### src/cri_regs.vh
`ifndef CRI_REGS_VH
`define CRI_REGS_VH

// Register offsets on the serial register interface
`define CRI_MAILBOX_ADDR     8'h18
`define CRI_RESULT_ADDR      8'h20
`define CRI_FLAGS_ADDR       8'h21

// Reset values
`define CRI_RESULT_RESET     8'h00
`define CRI_FLAGS_RESET      8'h00
`define CRI_MAILBOX_RESET    8'h00

// Command result layout
`define CRI_RESULT_ERR_BIT   7
`define CRI_COUNT_MSB        3
`define CRI_COUNT_LSB        0
`define CRI_COUNT_WRAP       4'hF

// Error codes: converter overflow per channel, generic code for any other source
`define CRI_ERR_PROX_ONE     8'h88
`define CRI_ERR_PROX_TWO     8'h89
`define CRI_ERR_PROX_THREE   8'h8A
`define CRI_ERR_VISIBLE      8'h8C
`define CRI_ERR_INFRARED     8'h8D
`define CRI_ERR_AUX          8'h8E
`define CRI_ERR_GENERIC      8'h80

// Overflow source selectors from the sequencer
`define CRI_SRC_PROX_ONE     3'h0
`define CRI_SRC_PROX_TWO     3'h1
`define CRI_SRC_PROX_THREE   3'h2
`define CRI_SRC_VISIBLE      3'h4
`define CRI_SRC_INFRARED     3'h5
`define CRI_SRC_AUX          3'h6

// Command codes always accepted while an error is held
`define CRI_CMD_IDLE         8'h00
`define CRI_CMD_RESET        8'h01

// Event flag layout
`define CRI_FLAG_CMD_BIT     5
`define CRI_FLAG_PROX3_BIT   4
`define CRI_FLAG_PROX2_BIT   3
`define CRI_FLAG_PROX1_BIT   2
`define CRI_FLAG_ALS_MSB     1
`define CRI_FLAG_ALS_LSB     0
`define CRI_FLAG_USED_MASK   8'h3F

`endif

### src/cri_command_result.v
`include "cri_regs.vh"

// Functional notes
// - On a sequencer error, result register takes an error code with top bit set.
// - Error code stays until a reset or no-operation command, or a host write to the result register, arrives.
// - While an error is held, all other commands are dropped.
// - Autonomous measurements keep running and flagging while an error is held.
// - Values 0x00-0x0F mean no error; low four bits are a counter.
// - Each executed command bumps the 4-bit counter, wrapping fifteen to zero.
// - Proximity one, two, three overflow give codes 0x88, 0x89, 0x8A.
// - Visible, infrared, auxiliary overflow give codes 0x8C, 0x8D, 0x8E.
// - Flags: 7:6 reserved, 5 command, 4..2 proximity three..one, 1:0 light.
// - Interrupt output active when any flag is set with its enable set.
// - Flags read zero after reset.
// - Commands enter through the mailbox; writing it wakes the device.
module cri_command_result (
    // Clock and reset
    input  wire       sys_clk,
    input  wire       reset,
    // Register access from the serial interface
    input  wire [7:0] regAddr,
    input  wire       regWrite,
    input  wire       regRead,
    input  wire [7:0] regWdata,
    output reg  [7:0] regRdata_reg,
    output wire       regHit,
    // Command handed to the sequencer
    output reg        cmdIssue_reg,
    output reg  [7:0] cmdCode_reg,
    output reg        wakeRequest_reg,
    // Sequencer status
    input  wire       seqDone,
    input  wire       seqError,
    input  wire [2:0] seqErrorSource,
    // Autonomous measurement events
    input  wire [2:0] proxEvent,
    input  wire [1:0] ambientEvent,
    // Interrupt
    input  wire [5:0] irqEnable,
    output wire       intActive,
    output wire       errorHeld
);

    reg  [7:0] result_reg;
    reg  [7:0] result_next;
    reg  [7:0] mailbox_reg;
    wire [7:0] flagsValue;
    wire       mailboxWrite;
    wire       resultWrite;
    wire       flagsWrite;
    wire       clearCmd;
    wire       cmdAccept;
    wire       cmdComplete;

    // Map an overflow source to its result code
    function [7:0] errorCode;
        input [2:0] src;
        begin
            case (src)
                `CRI_SRC_PROX_ONE:   errorCode = `CRI_ERR_PROX_ONE;
                `CRI_SRC_PROX_TWO:   errorCode = `CRI_ERR_PROX_TWO;
                `CRI_SRC_PROX_THREE: errorCode = `CRI_ERR_PROX_THREE;
                `CRI_SRC_VISIBLE:    errorCode = `CRI_ERR_VISIBLE;
                `CRI_SRC_INFRARED:   errorCode = `CRI_ERR_INFRARED;
                `CRI_SRC_AUX:        errorCode = `CRI_ERR_AUX;
                default:             errorCode = `CRI_ERR_GENERIC;
            endcase
        end
    endfunction

    // Address decode, used for writes, reads and the hit flag
    function isAddr;
        input [7:0] addr;
        input [7:0] target;
        begin
            isAddr = (addr == target);
        end
    endfunction

    assign mailboxWrite = regWrite && isAddr(regAddr, `CRI_MAILBOX_ADDR);
    assign resultWrite  = regWrite && isAddr(regAddr, `CRI_RESULT_ADDR);
    assign flagsWrite   = regWrite && isAddr(regAddr, `CRI_FLAGS_ADDR);
    assign regHit       = isAddr(regAddr, `CRI_MAILBOX_ADDR)
                        | isAddr(regAddr, `CRI_RESULT_ADDR)
                        | isAddr(regAddr, `CRI_FLAGS_ADDR);

    assign errorHeld = result_reg[`CRI_RESULT_ERR_BIT];

    // Reset and no-operation commands are let through even during an error
    assign clearCmd  = (regWdata == `CRI_CMD_IDLE)
                     | (regWdata == `CRI_CMD_RESET);
    assign cmdAccept = mailboxWrite && (!errorHeld || clearCmd);

    // A completion counts only when no error is reported in the same cycle
    assign cmdComplete = seqDone && !seqError;

    // Result register next value; errors take priority over the counter
    always @* begin
        result_next = result_reg;
        if (seqError) begin
            result_next = errorCode(seqErrorSource);
        end else if (mailboxWrite && errorHeld && clearCmd) begin
            result_next = `CRI_RESULT_RESET;
        end else if (resultWrite) begin
            result_next = regWdata;
        end else if (cmdComplete && !errorHeld) begin
            result_next[7:4] = 4'h0;
            if (result_reg[`CRI_COUNT_MSB:`CRI_COUNT_LSB] ==
                    `CRI_COUNT_WRAP) begin
                result_next[3:0] = 4'h0;
            end else begin
                result_next[3:0] = result_reg[3:0] + 4'h1;
            end
        end
    end

    always @(posedge sys_clk or posedge reset) begin
        if (reset) begin
            result_reg <= `CRI_RESULT_RESET;
        end else begin
            result_reg <= result_next;
        end
    end

    // Mailbox and hand-off to the sequencer
    always @(posedge sys_clk or posedge reset) begin
        if (reset) begin
            mailbox_reg     <= `CRI_MAILBOX_RESET;
            cmdIssue_reg    <= 1'b0;
            cmdCode_reg     <= `CRI_MAILBOX_RESET;
            wakeRequest_reg <= 1'b0;
        end else begin
            cmdIssue_reg    <= cmdAccept;
            wakeRequest_reg <= mailboxWrite;
            if (mailboxWrite) begin
                mailbox_reg <= regWdata;
            end
            if (cmdAccept) begin
                cmdCode_reg <= regWdata;
            end
        end
    end

    // Read data, one cycle after the read strobe
    always @(posedge sys_clk or posedge reset) begin
        if (reset) begin
            regRdata_reg <= 8'h00;
        end else if (regRead) begin
            case (1'b1)
                isAddr(regAddr, `CRI_MAILBOX_ADDR): regRdata_reg <= mailbox_reg;
                isAddr(regAddr, `CRI_RESULT_ADDR):  regRdata_reg <= result_reg;
                isAddr(regAddr, `CRI_FLAGS_ADDR):   regRdata_reg <= flagsValue;
                default:                            regRdata_reg <= 8'h00;
            endcase
        end
    end

    // Measurement flags are not gated by a held error
    cri_event_flags u_flags (
        .sys_clk       (sys_clk),
        .reset         (reset),
        .cmdSet        (cmdComplete && !errorHeld),
        .proxSet       (proxEvent),
        .ambientSet    (ambientEvent),
        .flagWrite     (flagsWrite),
        .flagWdata     (regWdata),
        .irqEnable     (irqEnable),
        .flags_reg     (flagsValue),
        .intActive_reg (intActive)
    );

endmodule

### src/cri_event_flags.v
`include "cri_regs.vh"

module cri_event_flags (
    // Clock and reset
    input  wire       sys_clk,
    input  wire       reset,
    // Hardware set requests, one-cycle pulses
    input  wire       cmdSet,
    input  wire [2:0] proxSet,
    input  wire [1:0] ambientSet,
    // Host write, ones clear
    input  wire       flagWrite,
    input  wire [7:0] flagWdata,
    // Enables and outputs
    input  wire [5:0] irqEnable,
    output reg  [7:0] flags_reg,
    output reg        intActive_reg
);

    reg  [7:0] flags_next;
    wire [7:0] setMask;
    wire [7:0] clrMask;

    assign setMask = {2'b00, cmdSet, proxSet[2], proxSet[1], proxSet[0],
                      ambientSet};
    assign clrMask = flagWrite ? flagWdata : 8'h00;

    // Set wins over a clear in the same cycle; top bits stay zero
    always @* begin
        flags_next = ((flags_reg & ~clrMask) | setMask)
                     & `CRI_FLAG_USED_MASK;
    end

    always @(posedge sys_clk or posedge reset) begin
        if (reset) begin
            flags_reg     <= `CRI_FLAGS_RESET;
            intActive_reg <= 1'b0;
        end else begin
            flags_reg     <= flags_next;
            intActive_reg <= |(flags_next[5:0] & irqEnable);
        end
    end

endmodule

### config.mk
export PLATFORM = sky130hd
export DESIGN_NAME = cri_command_result
export DESIGN_NICKNAME = d
export VERILOG_FILES = /design/src/cri_command_result.v /design/src/cri_event_flags.v
export VERILOG_INCLUDE_DIRS = /design/src
export SDC_FILE = /design/constraint.sdc
export NUM_CORES = 1
export LEC_CHECK = 0
export BUFFER_PORTS_ARGS = -buffer_cell sky130_fd_sc_hd__buf_2
export CAP_MARGIN = 25
export CORE_MARGIN = 8
export CORE_UTILIZATION = 39
export DETAILED_ROUTE_END_ITERATION = 8
export PLACE_DENSITY = 0.68
export SLEW_MARGIN = 20
export SYNTH_ARGS = -nofsm -noshare
export SYNTH_HDL_FRONTEND = slang
export SYNTH_SLANG_ARGS = --single-unit
### constraint.sdc
create_clock -name sys_clk -period 1.9 [get_ports sys_clk]
set_input_delay 0 -clock sys_clk [delete_from_list [all_inputs] [get_ports sys_clk]]
set_output_delay 0 -clock sys_clk [all_outputs]
set_load 0.01 [all_outputs]
==> key figures <==
Power
  – Leakage: 0.00134 uW
  – P_int: 1300 uW
  – Tot Pwr: 1710 uW
  – Clock network power share: 36.3%
  – Switching fraction of total power: 23.8%
  – Gate power share: 10.6%
  – Switching Power: 408 uW
  – Power share of the sequential group: 53.1%
  – Power Density: 641 nW/um2
  – Worst vdd rail ir drop: 0.000348 V

Route
  – Number of nets with antenna violations after routing: 0
  – Final wirelength: 5.45 mm
  – Drt pass-1 iters: 4
  – Initial DRC Count: 94
  – Drt drc: 0
  – Vias per inst: 5.30
  – Via Count: 1,744
  – WL per Instance: 16.6 um

STA
  – Setup total negative slack: 0 ns
  – Minimum clock period: 1.49 ns
  – Finish-stage setup viols: 0
  – Slew headroom: 65.9%
  – RSZ-0062 raised after global routing: false
  – Worst Clk Skew: 0.00908 ns
  – Slew Limit Fails: 0
  – Final Hold Fails: 0
  – FMAX: 673 MHz
  – Final setup margin: 0.415 ns
  – Fin crit share: 78.2%
  – Measured slew at the worst slew-check pin: 0.508 ns

Logic synthesis
  – Mapped Area: 2090 um2
  – Seq cells post-synth: 41
  – Yosys cell types: 42
  – Register area share after synthesis: 49.1%
  – Mapped Avg Cell Area: 11.2 um2
  – Mapped Cells: 186
  – Number of synthesized flops with an enable pin: 0
  – Synthesized Nets: 223
  – FFs w/ async S/R, synth: 100%
  – Ys Warns: 0
  – Top FF cell, synth: dfrtp_1

Placement
  – Dpl ws: 0.286 ns
  – Post-DP HPWL: 4.14 mm
  – Area of placed instances: 2460 um2
  – IO Port Bufs: 56
  – GP Congestion: 0.874

Final layout
  – Most common library cell in the layout ignoring fill and taps: buf_2
  – ANT cells: 0
  – P&R area growth vs syn: 28.0%
  – Final Instance Area: 2670 um2
  – Fill count: 486
  – Final net count: 295
  – Layout cells sized above 1: 39.0%
  – Commonest cells after routing, fill and taps aside: buf_2 (56), dfrtp_1 (41), mux2_2 (14)

Setup path
  – Worst setup path class: reg -> reg
  – CP Max Fanout: 9
  – Worst Setup End Kind: flip-flop
  – Worst setup SP type: flip-flop
  – Reg-to-reg startpoint: result_reg[7]$_DFFE_PP0P_
  – FF-to-FF path depth: 3
  – Top Family by Delay on Critical Path: flip-flops
  – CP Cell Sequence: inv_1 -> o21ai_4 -> mux2_4
  – Critical path's slowest cell: dfrtp_1
  – Reg2reg end: cmdCode_reg[7]$_DFFE_PP0P_
  – WP data required: 2.08 ns
  – Critical path buffers and inverters: 1
  – R2r setup slk: 0.41 ns
  – Worst EP arrival: 1.67 ns
  – Max stage delay on crit path: 0.48 ns

Clocking
  – TritonCTS clock tree: built
  – Root Driver: clkbuf_8
  – Num CTS Buffers: 5
  – H-tree Lvls: 2
  – Worst-path clk slew: 0.08 ns
  – Clock Path Buffers: 2
  – Clock sinks: 41
  – Clock latency at the later pin of the worst-skew pair: 0.30 ns
  – Setup Fix Bufs, Post-CTS: 0

Min path
  – Hold Crit Endpoint: regRdata_reg[7]$_DFFE_PP0P_
  – Min-delay src: regRead
  – Hold depth: 2
  – Worst Hold Class: in -> reg

Global route
  – Overflow after GRT: 0
  – Initial antenna violation count: 0
  – GRT Util Overall: 14.9%
  – Global-route wire length before repair: 8.98 mm
  – Largest net degree at the start of global routing: 42
  – Vias in the first global route: 1,850

Die
  – FP Rows: 26
  – DIE HEIGHT: 89.2 um
  – IO Count: 57
  – Die X: 89.2 um
  – Core area: 5140 um2
  – Die area: 7950 um2
  – Starting Density: 40.6%

Outcome
  – Status: finished, final reports clean

Job
  – # Max-Cap Violations: 0
==> routing by layer <==
metal  part of all wire, %  track usage, %  vias to the layer above
li1                      -               -                      837
met1                    46            19.6                      837
met2                    45            22.8                       60
met3                   7.6            4.50                       10
met4                   1.5            4.98                        0
met5                     0               0                        -
==> power groups by stage <==
stage / Sequential [uW] / Clock [uW] / Combinational [uW]
CTS: 909 / 634 / 182
global placement: 925 / 0 / 161
finish: 909 / 622 / 181
floorplan: 922 / 0 / 81.0
detailed placement: 926 / 0 / 165
global route: 912 / 681 / 202
==> logic make-up (layout without fill, tap and decap cells) <==
logic type | count (synthesis) | in the layout | share of synthesized area (%)
AO/OA/AOI/OAI | 52 | 52 | 17.4
XOR/XNOR | 1 | 1 | 0.419
adder cells (fa/ha/maj) | 1 | 1 | 0.599
buffers and inverters | 19 | 92 | 3.54
flip-flops | 41 | 41 | 49.1
multiplexers | 24 | 24 | 14.3
AND/OR/NAND/NOR | 48 | 48 | 14.6
==> per-stage QoR <==
| step | hold WS, ns | util (%) | std cells |
|---|---|---|---|
| floorplan | 0.0891 | - | 186 |
| global placement | 0.151 | 47.9 | 310 |
| detailed placement | 0.158 | 47.9 | 310 |
| CTS | 0.0207 | 52.0 | 329 |
| global route | 0.0258 | 52.0 | 329 |
| finish | 0.0300 | 52.0 | 329 |
==> Yosys cell counts, types with 2 or more instances <==
| master | number | share of area [%] |
|---|---|---|
| clkbuf_1 | 4 | 0.72 |
| and4_1 | 4 | 1.7 |
| a221oi_1 | 6 | 2.5 |
| a21oi_1 | 4 | 0.96 |
| o22ai_1 | 9 | 2.7 |
| mux2_2 | 14 | 7.5 |
| o21ai_0 | 13 | 3.1 |
| inv_1 | 13 | 2.3 |
| nand3_1 | 3 | 0.72 |
| dfrtp_1 | 41 | 49 |
| mux2_4 | 8 | 5.8 |
| nand3b_1 | 2 | 0.72 |
| buf_2 | 2 | 0.48 |
| a21o_1 | 6 | 2.2 |
| nand2_1 | 13 | 2.3 |
| a32oi_1 | 5 | 2.1 |
| nor2_1 | 10 | 1.8 |
| nor2b_1 | 3 | 0.90 |
| o21ai_1 | 2 | 0.48 |
| mux2i_1 | 2 | 0.96 |
==> worst register-to-register path, delay by kind of cell, from the launching register on <==
family | cells | cell delay, ns
flops | 1 | 0.48
compound gates | 1 | 0.40
mux | 1 | 0.34
buf+inv | 1 | 0.15
==> what timing repair did <==
action                                 4_1_cts  5_1_grt
gates resized for setup                      0        0
hold buffers                                11        0
endpoints found under the hold margin       50        0
==> final cells by class <==
type | count | area (um2) | area share (%)
tap | 70 | 87.6 | 3.28
inverter | 13 | 48.8 | 1.83
clock inverter | 1 | 5.00 | 0.187
clock buffer | 7 | 96.3 | 3.60
sequential | 41 | 1030 | 38.4
timing repair buffer | 71 | 420 | 15.7
multi-input combinational | 126 | 988 | 37.0
==> how the worst max path moves through the flow <==
stage / start / endpoint / slack, ns / cells after the start
after floorplan: result_reg[7]$_DFFE_PP0P_ / result_reg[1]$_DFFE_PP0P_ / 0.36 / 5
after global placement: regWdata[2] / cmdCode_reg[3]$_DFFE_PP0P_ / 0.32 / 5
after detailed placement: regWdata[2] / cmdCode_reg[2]$_DFFE_PP0P_ / 0.29 / 5
after CTS: result_reg[7]$_DFFE_PP0P_ / cmdCode_reg[7]$_DFFE_PP0P_ / 0.43 / 3
after global routing: result_reg[7]$_DFFE_PP0P_ / cmdCode_reg[7]$_DFFE_PP0P_ / 0.33 / 3
final: result_reg[7]$_DFFE_PP0P_ / cmdCode_reg[7]$_DFFE_PP0P_ / 0.41 / 3
Note: power is estimated with default switching activity, not from simulation.
